[src/verilog/fcr_pkg.sv]
// constants, field layouts and carrier types for the fan output and pin configuration bank
package fcr_pkg;

   // ***************************************************************
   // register offsets
   // ***************************************************************
   localparam logic [7:0] OFS_FAN_HI_DIVISOR = 8'h03;
   localparam logic [7:0] OFS_FAN_DAC_VALUE = 8'h04;
   localparam logic [7:0] OFS_FAN_PWM_VALUE = 8'h05;
   localparam logic [7:0] OFS_FACTORY_RESERVED_A = 8'h06;
   localparam logic [7:0] OFS_MISC_CONFIG_THREE = 8'h07;
   localparam logic [7:0] OFS_PIN_DIR_POL_LOW = 8'h08;
   localparam logic [7:0] OFS_PIN_DIR_POL_MID = 8'h09;

   // ***************************************************************
   // reset values
   // ***************************************************************
   localparam logic [7:0] RST_FAN_HI_DIVISOR = 8'h55;
   localparam logic [7:0] RST_FAN_DAC_VALUE = 8'hFF;
   localparam logic [7:0] RST_FAN_PWM_VALUE = 8'hFF;
   localparam logic [7:0] RST_FACTORY_RESERVED_A = 8'h00;
   localparam logic [7:0] RST_MISC_CONFIG_THREE = 8'h00;
   localparam logic [7:0] RST_PIN_DIR_POL_LOW = 8'h00;
   localparam logic [7:0] RST_PIN_DIR_POL_MID = 8'h00;

   // ***************************************************************
   // field positions
   // ***************************************************************
   localparam int CFG3_PIN16_SEL_BIT = 0;
   localparam int CFG3_CI_CLEAR_BIT = 1;
   localparam int CFG3_VREF_SEL_BIT = 2;
   localparam int CFG3_PIN16_DIR_BIT = 6;
   localparam int CFG3_PIN16_POL_BIT = 7;
   localparam logic [7:0] CFG3_WRITABLE_MASK = 8'hC7;
   localparam int PWM_CODE_LSB = 4;
   localparam int MIN_SPEED_LSB = 4;
   localparam logic [3:0] PWM_CODE_FULL = 4'hF;
   localparam logic [3:0] PWM_SLOTS_LAST = 4'hE;

   // ***************************************************************
   // timing
   // ***************************************************************
   localparam int CLK_HZ = 50000000;
   localparam int MEAS_FREQ_HZ = 22500;
   // longest whole period that does not run slower than the measurement rate
   localparam int MEAS_TICK_CYCLES = CLK_HZ / MEAS_FREQ_HZ;
   localparam int PWM_SLOT_CYCLES_DEF = 16;

   // ***************************************************************
   // carrier types
   // ***************************************************************
   typedef struct packed {
      logic wr;
      logic rd;
      logic [7:0] addr;
      logic [7:0] wdata;
   } fcr_reg_req_s;

   typedef struct packed {
      logic [8:0] o;
      logic [8:0] oe;
   } fcr_pin_drv_s;

endpackage

[src/verilog/fcr_bank.sv]
// fan divisor, fan drive, pin configuration register bank and its output logic
`timescale 1ns/1ps

module fcr_bank
#(
   parameter int PWM_SLOT_CYCLES = fcr_pkg::PWM_SLOT_CYCLES_DEF,
   parameter int MEAS_CYCLES = fcr_pkg::MEAS_TICK_CYCLES
)
(
   input wire logic clk,
   input wire logic rst_b,
   input wire fcr_pkg::fcr_reg_req_s reg_req,
   output logic [7:0] reg_rdata,
   output logic reg_rvalid,
   input wire logic dac_afc_en,
   input wire logic pwm_afc_en,
   input wire logic [7:0] afc_dac_level,
   input wire logic [3:0] afc_pwm_code,
   output logic [7:0] fan_dac_out,
   output logic fan_pwm_out,
   output logic [3:0] fan_meas_tick,
   input wire logic [7:0] general_pin_enable,
   input wire logic [8:0] pin_i,
   output fcr_pkg::fcr_pin_drv_s pin_drv,
   input wire logic [8:0] general_pin_out_data,
   output logic [8:0] general_pin_in_data,
   output logic [7:0] fan_tach_level,
   input wire logic thermal_alarm_assert,
   output logic thermal_alarm_sense,
   input wire logic intrusion_event_pin,
   output logic chassis_intrusion_latch,
   output logic vref_high_sel
);

   // ***************************************************************
   // elaboration checks
   // ***************************************************************
   if (PWM_SLOT_CYCLES < 1 || PWM_SLOT_CYCLES > 65535)
   begin : g_bad_slot
      $error("PWM_SLOT_CYCLES out of range");
   end
   if (MEAS_CYCLES < 2 || MEAS_CYCLES > 65535)
   begin : g_bad_meas
      $error("MEAS_CYCLES out of range");
   end

   // ***************************************************************
   // helper functions
   // ***************************************************************
   // larger of the automatic level and the programmed floor
   function automatic logic [7:0] max8(input logic [7:0] a, input logic [7:0] b);
      max8 = (a > b) ? a : b;
   endfunction

   // apply a polarity bit: 0 active low, 1 active high
   function automatic logic polar(input logic level, input logic pol_high);
      polar = pol_high ? level : ~level;
   endfunction

   // ***************************************************************
   // registers
   // ***************************************************************
   logic [7:0] fan_hi_divisor_reg;
   logic [7:0] fan_dac_value_reg;
   logic [7:0] fan_pwm_value_reg;
   logic [7:0] factory_reserved_a_reg;
   logic [7:0] misc_config_three_reg;
   logic [7:0] pin_dir_pol_low_reg;
   logic [7:0] pin_dir_pol_mid_reg;

   // host writes; each register loads its power-on value at reset
   always_ff @(posedge clk or negedge rst_b)
   begin
      if (!rst_b)
      begin
         fan_hi_divisor_reg <= fcr_pkg::RST_FAN_HI_DIVISOR;
         fan_dac_value_reg <= fcr_pkg::RST_FAN_DAC_VALUE;
         fan_pwm_value_reg <= fcr_pkg::RST_FAN_PWM_VALUE;
         factory_reserved_a_reg <= fcr_pkg::RST_FACTORY_RESERVED_A;
         misc_config_three_reg <= fcr_pkg::RST_MISC_CONFIG_THREE;
         pin_dir_pol_low_reg <= fcr_pkg::RST_PIN_DIR_POL_LOW;
         pin_dir_pol_mid_reg <= fcr_pkg::RST_PIN_DIR_POL_MID;
      end
      else if (reg_req.wr)
      begin
         case (reg_req.addr)
            fcr_pkg::OFS_FAN_HI_DIVISOR: fan_hi_divisor_reg <= reg_req.wdata;
            fcr_pkg::OFS_FAN_DAC_VALUE: fan_dac_value_reg <= reg_req.wdata;
            fcr_pkg::OFS_FAN_PWM_VALUE: fan_pwm_value_reg <= reg_req.wdata;
            // kept as plain storage; the host is expected to leave it alone
            fcr_pkg::OFS_FACTORY_RESERVED_A: factory_reserved_a_reg <= reg_req.wdata;
            // unused bits are never stored, so they read zero
            fcr_pkg::OFS_MISC_CONFIG_THREE: misc_config_three_reg <= reg_req.wdata & fcr_pkg::CFG3_WRITABLE_MASK;
            fcr_pkg::OFS_PIN_DIR_POL_LOW: pin_dir_pol_low_reg <= reg_req.wdata;
            fcr_pkg::OFS_PIN_DIR_POL_MID: pin_dir_pol_mid_reg <= reg_req.wdata;
            default: ;
         endcase
      end
   end

   // ***************************************************************
   // read port
   // ***************************************************************
   logic [7:0] rd_mux;

   // read data mux; unmapped offsets answer zero
   always_comb
   begin
      case (reg_req.addr)
         fcr_pkg::OFS_FAN_HI_DIVISOR: rd_mux = fan_hi_divisor_reg;
         fcr_pkg::OFS_FAN_DAC_VALUE: rd_mux = fan_dac_value_reg;
         fcr_pkg::OFS_FAN_PWM_VALUE: rd_mux = fan_pwm_value_reg;
         fcr_pkg::OFS_FACTORY_RESERVED_A: rd_mux = factory_reserved_a_reg;
         fcr_pkg::OFS_MISC_CONFIG_THREE: rd_mux = misc_config_three_reg;
         fcr_pkg::OFS_PIN_DIR_POL_LOW: rd_mux = pin_dir_pol_low_reg;
         fcr_pkg::OFS_PIN_DIR_POL_MID: rd_mux = pin_dir_pol_mid_reg;
         default: rd_mux = 8'h00;
      endcase
   end

   // read answer one cycle after the request, held until the next read
   always_ff @(posedge clk or negedge rst_b)
   begin
      if (!rst_b)
      begin
         reg_rdata <= 8'h00;
         reg_rvalid <= 1'b0;
      end
      else
      begin
         reg_rvalid <= reg_req.rd;
         if (reg_req.rd)
         begin
            reg_rdata <= rd_mux;
         end
      end
   end

   // ***************************************************************
   // tach measurement clock
   // ***************************************************************
   logic [15:0] meas_cnt_reg;
   logic meas_base;
   logic [2:0] prescale_reg;

   // base tick at the undivided measurement rate
   always_ff @(posedge clk or negedge rst_b)
   begin
      if (!rst_b)
      begin
         meas_cnt_reg <= 16'h0000;
      end
      else if (meas_base)
      begin
         meas_cnt_reg <= 16'h0000;
      end
      else
      begin
         meas_cnt_reg <= meas_cnt_reg + 16'h0001;
      end
   end
   assign meas_base = (meas_cnt_reg == 16'(MEAS_CYCLES - 1));

   // shared binary prescaler; all channels stay phase related
   always_ff @(posedge clk or negedge rst_b)
   begin
      if (!rst_b)
      begin
         prescale_reg <= 3'h0;
      end
      else if (meas_base)
      begin
         prescale_reg <= prescale_reg + 3'h1;
      end
   end

   // per channel tick; a count of 153 ticks per two tach pulses marks the nominal speed,
   // which halves with each doubling of the divisor
   always_ff @(posedge clk or negedge rst_b)
   begin
      if (!rst_b)
      begin
         fan_meas_tick <= 4'h0;
      end
      else
      begin
         for (int ch = 0; ch < 4; ch++)
         begin
            case (fan_hi_divisor_reg[2*ch +: 2])
               2'h0: fan_meas_tick[ch] <= meas_base;
               2'h1: fan_meas_tick[ch] <= meas_base && (prescale_reg[0] == 1'b1);
               2'h2: fan_meas_tick[ch] <= meas_base && (prescale_reg[1:0] == 2'h3);
               default: fan_meas_tick[ch] <= meas_base && (prescale_reg == 3'h7);
            endcase
         end
      end
   end

   // ***************************************************************
   // fan speed dac
   // ***************************************************************
   logic [7:0] dac_floor;

   // in auto mode the upper nibble is a floor under the temperature level
   assign dac_floor = {fan_dac_value_reg[7:fcr_pkg::MIN_SPEED_LSB], 4'h0};

   always_ff @(posedge clk or negedge rst_b)
   begin
      if (!rst_b)
      begin
         fan_dac_out <= fcr_pkg::RST_FAN_DAC_VALUE;
      end
      else if (dac_afc_en)
      begin
         fan_dac_out <= max8(afc_dac_level, dac_floor);
      end
      else
      begin
         fan_dac_out <= fan_dac_value_reg;
      end
   end

   // ***************************************************************
   // pwm output
   // ***************************************************************
   logic [3:0] pwm_code;
   logic [3:0] pwm_floor;
   logic [15:0] slot_cnt_reg;
   logic [3:0] slot_idx_reg;
   logic slot_end;

   assign pwm_floor = fan_pwm_value_reg[7:fcr_pkg::PWM_CODE_LSB];
   // auto mode never runs the fan below the programmed minimum
   assign pwm_code = pwm_afc_en ? 4'(max8({4'h0, afc_pwm_code}, {4'h0, pwm_floor})) : pwm_floor;
   assign slot_end = (slot_cnt_reg == 16'(PWM_SLOT_CYCLES - 1));

   // fifteen equal slots per period; the code is the number of high slots
   always_ff @(posedge clk or negedge rst_b)
   begin
      if (!rst_b)
      begin
         slot_cnt_reg <= 16'h0000;
         slot_idx_reg <= 4'h0;
      end
      else if (slot_end)
      begin
         slot_cnt_reg <= 16'h0000;
         slot_idx_reg <= (slot_idx_reg == fcr_pkg::PWM_SLOTS_LAST) ? 4'h0 : slot_idx_reg + 4'h1;
      end
      else
      begin
         slot_cnt_reg <= slot_cnt_reg + 16'h0001;
      end
   end

   // code 0 never high, code 15 always high
   always_ff @(posedge clk or negedge rst_b)
   begin
      if (!rst_b)
      begin
         fan_pwm_out <= 1'b1;
      end
      else
      begin
         fan_pwm_out <= (slot_idx_reg < pwm_code);
      end
   end

   // ***************************************************************
   // pin input synchronisers
   // ***************************************************************
   logic [8:0] pin_meta_reg;
   logic [8:0] pin_sync_reg;
   logic ci_meta_reg;
   logic ci_sync_reg;

   // two flops before anything looks at a pin
   always_ff @(posedge clk or negedge rst_b)
   begin
      if (!rst_b)
      begin
         pin_meta_reg <= 9'h000;
         pin_sync_reg <= 9'h000;
         ci_meta_reg <= 1'b0;
         ci_sync_reg <= 1'b0;
      end
      else
      begin
         pin_meta_reg <= pin_i;
         pin_sync_reg <= pin_meta_reg;
         ci_meta_reg <= intrusion_event_pin;
         ci_sync_reg <= ci_meta_reg;
      end
   end

   // ***************************************************************
   // chassis intrusion latch
   // ***************************************************************
   // clear holds while the bit is 1; a new event in that cycle still sets it
   always_ff @(posedge clk or negedge rst_b)
   begin
      if (!rst_b)
      begin
         chassis_intrusion_latch <= 1'b0;
      end
      else if (ci_sync_reg)
      begin
         chassis_intrusion_latch <= 1'b1;
      end
      else if (misc_config_three_reg[fcr_pkg::CFG3_CI_CLEAR_BIT])
      begin
         chassis_intrusion_latch <= 1'b0;
      end
   end

   // ***************************************************************
   // general pins
   // ***************************************************************
   logic [8:0] pin_dir;
   logic [8:0] pin_pol;
   logic [8:0] pin_gen;
   logic pin16_gen;

   assign pin16_gen = misc_config_three_reg[fcr_pkg::CFG3_PIN16_SEL_BIT];

   // unpack direction (even) and polarity (odd) bits per pin
   always_comb
   begin
      for (int p = 0; p < 4; p++)
      begin
         pin_dir[p] = pin_dir_pol_low_reg[2*p];
         pin_pol[p] = pin_dir_pol_low_reg[2*p+1];
         pin_dir[p+4] = pin_dir_pol_mid_reg[2*p];
         pin_pol[p+4] = pin_dir_pol_mid_reg[2*p+1];
      end
      pin_dir[8] = misc_config_three_reg[fcr_pkg::CFG3_PIN16_DIR_BIT];
      pin_pol[8] = misc_config_three_reg[fcr_pkg::CFG3_PIN16_POL_BIT];
      pin_gen = {pin16_gen, general_pin_enable};
   end

   // pin drive; thermal alarm is open drain, pulled low while asserted
   always_ff @(posedge clk or negedge rst_b)
   begin
      if (!rst_b)
      begin
         pin_drv <= '0;
      end
      else
      begin
         for (int p = 0; p < 9; p++)
         begin
            pin_drv.o[p] <= polar(general_pin_out_data[p], pin_pol[p]);
            pin_drv.oe[p] <= pin_gen[p] && pin_dir[p];
         end
         if (!pin16_gen)
         begin
            pin_drv.o[8] <= 1'b0;
            pin_drv.oe[8] <= thermal_alarm_assert;
         end
      end
   end

   // sensed levels; tach channels see the raw level, general pins the asserted one
   always_ff @(posedge clk or negedge rst_b)
   begin
      if (!rst_b)
      begin
         general_pin_in_data <= 9'h000;
         fan_tach_level <= 8'h00;
         thermal_alarm_sense <= 1'b0;
      end
      else
      begin
         for (int p = 0; p < 9; p++)
         begin
            general_pin_in_data[p] <= pin_gen[p] && polar(pin_sync_reg[p], pin_pol[p]);
         end
         fan_tach_level <= pin_sync_reg[7:0] & ~general_pin_enable;
         // an external pull low reads as an asserted alarm
         thermal_alarm_sense <= !pin16_gen && !pin_sync_reg[8];
      end
   end

   // ***************************************************************
   // reference select
   // ***************************************************************
   always_ff @(posedge clk or negedge rst_b)
   begin
      if (!rst_b)
      begin
         vref_high_sel <= 1'b0;
      end
      else
      begin
         vref_high_sel <= misc_config_three_reg[fcr_pkg::CFG3_VREF_SEL_BIT];
      end
   end

endmodule // fcr_bank

[config.mk]
export PLATFORM = sky130hd
export DESIGN_NAME = fcr_bank
export DESIGN_NICKNAME = d
export VERILOG_FILES = /design/src/verilog/fcr_pkg.sv /design/src/verilog/fcr_bank.sv
export SDC_FILE = /design/constraint.sdc
export NUM_CORES = 1
export LEC_CHECK = 0
export ABC_AREA = 1
export ABC_CLOCK_PERIOD_IN_PS = 2500
export BUFFER_PORTS_ARGS = -buffer_cell sky130_fd_sc_hd__buf_2
export CORE_MARGIN = 5
export CORE_UTILIZATION = 56
export DETAILED_ROUTE_END_ITERATION = 8
export PLACE_DENSITY = 0.81
export SYNTH_ARGS = -nofsm -noshare
export SYNTH_HDL_FRONTEND = slang
export SYNTH_SLANG_ARGS = --single-unit
[constraint.sdc]
create_clock -name clk -period 2.5 [get_ports clk]
set_clock_uncertainty 0.2 [all_clocks]
set_input_delay 0.5 -clock clk [delete_from_list [all_inputs] [get_ports clk]]
set_output_delay 0.5 -clock clk [all_outputs]
set_load 0.005 [all_outputs]
==> results.yml, run 1 <==
pwr:
  total_power_uw: 5900
  ir_drop_mv: 0.712
  p_sw_uw: 1440
  clockPowerShare: 0.430
  p_seq_frac: 0.502
  swShare: 0.244
  p_leak_uw: 0.00476
  p_per_area_nw_per_um2: 650
  power.share.combinational: 0.068
  p_int_uw: 4470
sta:
  max_freq_mhz: 438
  slew_viol_final: 0
  worst_slew_pin_slew_ps: 882
  fin_tns_setup_ps: 0
  fin_crit_sh: 0.914
  hold_viol_final: 0
  fin_crit_ps: 2290
  setup_viol: 0
  max-slew-margin-rel: 0.409
  rsz0062_at_grt: "no"
cells_and_area:
  stdcell_count: 1141
  design_area_um2: 9090
  finish.utilization: 0.684
  drive_above_1_share: 0.248
  largest_reg_flops: 18
  fillers: 1015
  areaGrowthSynthToFinish_pct: 19.7
  n_antenna_cell: 0
  nets: 1030
yosys:
  synthTopCellsByCount: "nand2_1, dfrtp_1, inv_1"
  ys_async_sr_fraction: 1.00
  yosysWarnings: 0
  synth_edf_count: 0
  synthesis.nets: 885
  synthFlopType: "dfrtp_1"
  synth_compound_area_frac: 0.0964
  ys_seq_area_frac: 0.572
  synth_cell_types: 41
  syn_inst: 807
  synth_top_area_cell: "dfrtp_1"
  synthMuxAreaShare: 0.00148
  synth.most_common_cell: "nand2_1"
  synth-simple-area-share: 0.206
  synth-adder-area-share: 0.0264
  synthXorXnorAreaFrac: 0.0254
  synth_top_family_by_area: "simple AND/OR/NAND/NOR gates"
  syn_area_um2: 7590
  ys_ff_latch: 172
  synth_top_area_frac: 0.471
  avgSynthCellArea_um2: 9.41
  synth_area_leaders: "dfrtp_1, dfstp_2, nand2_1, inv_1, o21ai_0"
floorplan:
  dieWidth_um: 126
  start_util: 0.571
  die_y_um: 126
  io_pins: 122
  dieArea_um2: 16000
  rows: 42
  core_area_um2: 13300
grt:
  grt_pass1_wl_um: 28600
  first_global_vias: 5808
  grt_max_degree: 54
  grt_overflow: 0
  antenna_found_initial: 0
  track_usage: 0.223
detailed_routing:
  antenna_left: 0
  avgViaCountPerCell: 5.12
  drc: 0
  first_pass_iters: 5
  wl_um: 16900
  drt-wirelength-per-cell_um: 14.8
  drt_iter0_drc: 453
  via_count: 5839
placement:
  hpwl_um: 12200
  globalplace.congestion: 0.931
  placement.io_buffers: 121
  dpl.cell_count: 1098
  place_area_um2: 8410
worst_hold_path:
  hold-path-cell-count: 2
  holdCritPathClass: "in -> reg"
setup_path:
  arrival_ps: 2440
  critPathMaxFanout: 12
  worstSetupEndpointType: "flip-flop"
  worstPathRequired_ps: 2650
  rr_worst_depth: 8
  worst-setup-path-type: "reg -> reg"
  cp-start-kind: "flip-flop"
cts:
  post_cts_buffers: 0
  insertion_delay_ps: 430
  root_buffer: "clkbuf_16"
  cts_resized: 0
  cts_buffer_depth: 2
  htreeDepth: 4
  cts_sinks: 172
  clk_pin_slew_ps: 70
  cts-buffers-inserted: 17
  cts_tree: "yes"
outcome:
  status: "finished, final reports clean"
job:
  cap_violations: 0
[metal layers]
| metal | global-route usage | part of all wire | vias to the layer above |
|---|---|---|---|
| li1 | - | - | 2879 |
| met5 | 0 | 0 | - |
| met1 | 0.294 | 0.41 | 2797 |
| met2 | 0.370 | 0.52 | 151 |
| met4 | 0.0479 | 0.0078 | 0 |
| met3 | 0.0639 | 0.062 | 12 |
[layout by cell type, fill, tap and decap left out, drive strengths merged]
cell,count
buf,128
nor2,58
or2,2
inv,124
nand3,54
o21ai,87
a21oi,38
mux2,1
nor3,11
clkbuf,19
clkinvlp,3
ha,16
bufinv,1
dfstp,29
o22ai,5
nand2,191
a21o,1
dlygate4sd3,11
o211ai,2
nor4,2
nor3b,2
nand4,8
xor2,12
clkinv,6
xnor2,10
dfrtp,143
o21bai,1
[through the flow]
step                      hold WS [ps]  setup slack, ps
after floorplan                   4.41              375
after global placement             132              219
after detailed placement           137              208
after CTS                         28.5              225
after global routing              31.7             1.90
final                             42.7              214
[cell families (layout without fill, tap and decap cells)]
| family | Yosys count | after routing |
|---|---|---|
| fa+ha+maj | 16 | 16 |
| xor+xnor | 22 | 22 |
| mux | 1 | 1 |
| flops | 172 | 172 |
| buf+inv | 134 | 292 |
| compound gates | 134 | 134 |
| simple gates | 328 | 328 |
[cell type report]
cell class,instances,area (um2),share of cell area
Tap cell,176,220,0.0242
Clock buffer,19,433,0.0476
Timing Repair Buffer,139,800,0.0880
Clock inverter,13,135,0.0149
Inverter,121,458,0.0504
Multi-Input combinational cell,501,2700,0.297
Sequential cell,172,4340,0.478
[critical path, stage by stage, from the launching register on]
cell	delay [ps]
dfstp_2	550
inv_1	60
ha_1	280
nand2_1	60
inv_1	60
nand3_1	70
o211ai_1	710
nor2_1	90
a21oi_1	140
[power groups by stage]
stage / Combinational, uW / Clock (uW) / Sequential, uW
floorplan: 170 / 0 / 3010
global placement: 376 / 0 / 3010
detailed placement: 389 / 0 / 3010
CTS: 405 / 2560 / 2970
global route: 456 / 2690 / 2980
finish: 399 / 2540 / 2970
[final timing paths]
path / endpoint / slack (ps) / from
min: fan_tach_level[5] / 40 / general_pin_enable[5]
max in group asynchronous: fan_dac_out[6] / 1000 / rst_b
max reg2reg: fan_dac_out[5] / 210 / fan_dac_value_reg[6]
min reg2reg: pin_sync_reg[8] / 140 / pin_meta_reg[8]
max: fan_dac_out[5] / 210 / fan_dac_value_reg[6]
min in group asynchronous: slot_cnt_reg[6] / 390 / rst_b
[repair_timing]
item / in CTS / in global routing
endpoints found under the hold margin: 55 / 0
hold buffers: 11 / 0
endpoints found under the setup margin: 0 / 1
No activity file was read; power rests on OpenSTA's default activity.
==> inputs of run 2 (changes only) <==
RECOVER_POWER = 50   (was default)
==> results.yml, run 2 (synthesis results as in run 1) <==
cts:
  htreeDepth: 4
  insertion_delay_ps: 430
  cts_tree: "yes"
  clk_pin_slew_ps: 70
  root_buffer: "clkbuf_16"
  cts_buffer_depth: 2
  cts-buffers-inserted: 17
  cts_sinks: 172
  post_cts_buffers: 0
outcome:
  status: "finished, final reports clean"
cells_and_area:
  mostFrequentLayoutCells: "nand2_1, dfrtp_1, buf_2"
  final_common_cell: "nand2_1"
  fillers: 1034
  largest_reg_flops: 18
  nets: 1030
  drive_above_1_share: 0.235
  areaGrowthSynthToFinish_pct: 18.4
  n_antenna_cell: 0
  design_area_um2: 8990
  finish.utilization: 0.676
placement:
  globalplace.congestion: 0.931
  place_area_um2: 8410
  placement.io_buffers: 121
  hpwl_um: 12200
detailed_routing:
  first_pass_iters: 5
  drc: 0
  drt_iter0_drc: 506
  antenna_left: 0
  avgViaCountPerCell: 5.13
  drt-wirelength-per-cell_um: 14.8
  via_count: 5858
  wl_um: 16900
sta:
  fin_tns_setup_ps: 0
  max-slew-margin-rel: 0.131
  hold_viol_final: 0
  worst_slew_pin_slew_ps: 1300
  setup_viol: 0
  fin_crit_ps: 2270
  slew_viol_final: 0
  max_freq_mhz: 441
  rsz0062_at_grt: "no"
  fin_crit_sh: 0.906
grt:
  track_usage: 0.223
  grt_overflow: 0
  first_global_vias: 5808
  antenna_found_initial: 0
  grt_pass1_wl_um: 28600
  grt_max_degree: 54
floorplan:
  io_pins: 122
  start_util: 0.571
  core_area_um2: 13300
  rows: 42
  die_y_um: 126
  dieArea_um2: 16000
  dieWidth_um: 126
setup_path:
  critPathMaxFanout: 7
  cp-start-kind: "flip-flop"
  worst-setup-path-type: "reg -> reg"
  worstSetupEndpointType: "flip-flop"
  worst-r2r-setup-slack_ps: 230
  arrival_ps: 2420
  worstPathRequired_ps: 2660
pwr:
  p_per_area_nw_per_um2: 655
  ir_drop_mv: 0.709
  p_leak_uw: 0.00473
worst_hold_path:
  holdCritPathClass: "in -> reg"
job:
  cap_violations: 0
-- run 2: area by class of cell --
cell class	count	area (um2)	area share
tap	176	220	0.0245
timing repair buffer	139	772	0.0859
multi-input combinational	501	2630	0.293
clock inverter	13	135	0.0150
clock buffer	19	433	0.0481
sequential	172	4340	0.483
inverter	121	458	0.0509
-- run 2: worst max-delay path: stages, from the launching register on --
cell and delay, ps:
dfstp_2 530, inv_1 60, ha_1 280, nand2_1 90, nor2_1 50, nor2_1 110
nand2_1 150, o21ai_0 230, ha_1 270, nand2_1 60, inv_1 40, a21oi_1 130
-- run 2: what timing repair did --
action                     CTS  global route
setup endpoints to repair    0             1
hold endpoints to repair    55             0
resized for setup            0             0
hold buffers                11             0
-- run 2: report_power, final --
part / leakage [uW] / switching (uW) / internal, uW
clock network: 0.000270 / 1140 / 1400
registers: 0.00217 / 59.1 / 2910
logic: 0.00229 / 232 / 153
total: 0.00473 / 1430 / 4460
-- run 2: final timing paths --
| kind | from | endpoint | cells after the start |
|---|---|---|---|
| min in group asynchronous | rst_b | slot_cnt_reg[6] | 2 |
| max in group asynchronous | rst_b | fan_pwm_out | 3 |
| min | general_pin_enable[5] | fan_tach_level[5] | 2 |
| max reg2reg | fan_pwm_value_reg[7] | fan_pwm_out | 11 |
| min reg2reg | pin_meta_reg[8] | pin_sync_reg[8] | 0 |
| max | fan_pwm_value_reg[7] | fan_pwm_out | 11 |
-- run 2: through the flow --
step / setup WS, ps / hold WS (ps) / std cells / total power [uW]
floorplan: 375 / 4.41 / 807 / 3180
global placement: 219 / 132 / 1098 / 3390
detailed placement: 208 / 137 / 1098 / 3400
global route: 1.90 / 31.7 / 1141 / 6110
finish: 234 / 41.6 / 1141 / 5890
CTS: 225 / 28.5 / 1141 / 5940
-- run 2: metal layers --
layer  wire length, um  track usage  up-vias
met5                 0            0        -
met4               133       0.0479        0
met3              1030       0.0639       12
met2              8720        0.370      165
met1              7040        0.294     2807
li1                  -            -     2874
==> inputs of run 3 (changes only) <==
PLACE_DENSITY = 0.89   (was 0.81)
==> results.yml, run 3 (synthesis results as in run 1) <==
outcome:
  status: "finished, violations left"
  violations: "max-capacitance violations, max-slew violations"
setup_path:
  max_stage_delay_ps: 530
  arrival_ps: 2460
  rr_worst_depth: 11
  worstPathRequired_ps: 2660
  crit_top_cell: "nand2_1"
  worst-r2r-setup-slack_ps: 200
  critPathMaxFanout: 7
  critPathSlowestCell: "dfstp_2"
  timing.rr.start: "fan_pwm_value_reg[7]"
  r2r-end: "fan_pwm_out"
  worst-setup-path-type: "reg -> reg"
  worstPathCellList: "inv_1, ha_1, nand2_1, nor2_1, nor2_1, nand2_1, nand2_1, o21ai_0, ha_1, a21o_1, a21oi_1"
  worstSetupEndpointType: "flip-flop"
  cp-start-kind: "flip-flop"
worst_hold_path:
  hold_start: "general_pin_out_data[0]"
  holdCritPathClass: "in -> reg"
  hold-path-cell-count: 2
  holdPathEnd: "pin_drv[9]"
detailed_routing:
  wl_um: 16700
  drt-wirelength-per-cell_um: 14.6
  avgViaCountPerCell: 5.12
  route.met2.wl_um: 8380
  top_layer_used: "met5"
  wl_met1_um: 6860
  first_pass_iters: 5
  drc: 0
  antenna_left: 0
  drt_iter0_drc: 551
  wl_met3_um: 1150
  via_count: 5835
grt:
  antenna_found_initial: 1
  grt_max_degree: 62
  track_usage: 0.219
  first_global_vias: 5751
  grt_pass1_wl_um: 28000
  grt_overflow: 0
cells_and_area:
  drive_above_1_share: 0.237
  areaGrowthSynthToFinish_pct: 19.0
  n_antenna_cell: 0
  mostFrequentLayoutCells: "nand2_1, dfrtp_1, buf_2"
  final_common_cell: "nand2_1"
  largest_reg_flops: 18
  nets: 1028
cts:
  cts_buffer_depth: 2
  cts_tree: "yes"
  clk_pin_slew_ps: 80
  insertion_delay_ps: 440
  cts-buffers-inserted: 17
  root_buffer: "clkbuf_16"
  htreeDepth: 4
  cts_sinks: 172
  post_cts_buffers: 0
pwr:
  p_seq_frac: 0.492
  power.share.combinational: 0.064
  p_sw_uw: 1590
  swShare: 0.264
  p_int_uw: 4430
  clockPowerShare: 0.443
  ir_drop_mv: 0.504
  p_per_area_nw_per_um2: 666
  p_leak_uw: 0.00476
  total_power_uw: 6020
job:
  cap_violations: 1
floorplan:
  dieArea_um2: 16000
  dieWidth_um: 126
  start_util: 0.571
  rows: 42
  die_y_um: 126
  core_area_um2: 13300
  io_pins: 122
placement:
  hpwl_um: 11900
  globalplace.congestion: 0.877
  place_ws_ps: 186
  placement.io_buffers: 121
sta:
  worst_slew_pin_slew_ps: 1560
  setup_viol: 0
  fin_tns_setup_ps: 0
  rsz0062_at_grt: "no"
  slew_viol_final: 59
  max-slew-margin-rel: -0.0375
  max_freq_mhz: 435
  layout_setup_ws_ps: 201
  fin_crit_sh: 0.919
  hold_viol_final: 0
  fin_crit_ps: 2300
==> run 3: changes by cell type in the layout (fill, tap and decap cells not counted), moves of 3 or more <==
cell	previous run	this run
buf_12	0	3
buf_4	5	2
clkbuf_1	5	2
clkinv_8	0	3
inv_8	3	6
nand3_2	1	4
==> run 3: worst max path at each step <==
stage | startpoint | end | slack [ps] | cells past startpoint
floorplan | fan_pwm_value_reg[7] | fan_pwm_out | 370 | 11
global placement | afc_pwm_code[3] | fan_pwm_out | 220 | 10
detailed placement | afc_pwm_code[3] | fan_pwm_out | 190 | 11
CTS | fan_pwm_value_reg[7] | fan_pwm_out | 210 | 11
global route | rst_b | fan_dac_value_reg[3] | 40 | 3
finish | fan_pwm_value_reg[7] | fan_pwm_out | 200 | 11
==> run 3: metal layers <==
metal	global-route usage	vias to the layer above
met4	0.0707	2
met2	0.361	174
li1	-	2864
met3	0.0643	26
met1	0.279	2769
met5	0	-
==> run 3: power groups by stage <==
| stage | combinational [uW] | sequential (uW) | clock (uW) |
|---|---|---|---|
| floorplan | 170 | 3010 | 0 |
| CTS | 404 | 2960 | 2700 |
| detailed placement | 389 | 3010 | 0 |
| finish | 387 | 2960 | 2670 |
| global placement | 374 | 3010 | 0 |
| global route | 444 | 2980 | 2820 |
==> run 3: worst max-delay path: cells and delay by family, from the launching register on <==
family                     cells  cell delay, ps
and+or+nand+nor                5             510
buffers and inverters          1              70
adders and majority gates      2             580
AOI/OAI and AO/OA              3             350
DFF                            1             530
==> run 3: per-stage QoR <==
step / hold slack [ps] / util / instance area, um2 / instances
2_1_floorplan: 4.41 / - / 7590 / 807
3_3_place_gp: 132 / 0.632 / 8410 / 1096
3_5_place_dp: 135 / 0.632 / 8410 / 1096
4_1_cts: 20.3 / 0.686 / 9130 / 1139
5_1_grt: 27.8 / 0.680 / 9040 / 1139
6_report: 28.9 / 0.680 / 9040 / 1139
==> run 3: repair_timing <==
action                    CTS  global route
hold buffers               11             0
hold endpoints to repair   66             0
gates resized for setup     0             0
==> run 3: cell type report <==
type	instances	area [um2]
fillers	1012	4260
inverters	121	455
well taps	176	220
clock buffers	17	425
multi-input cells	501	2630
flip-flops and latches	172	4340
clock inverters	15	183
repair buffers	137	788
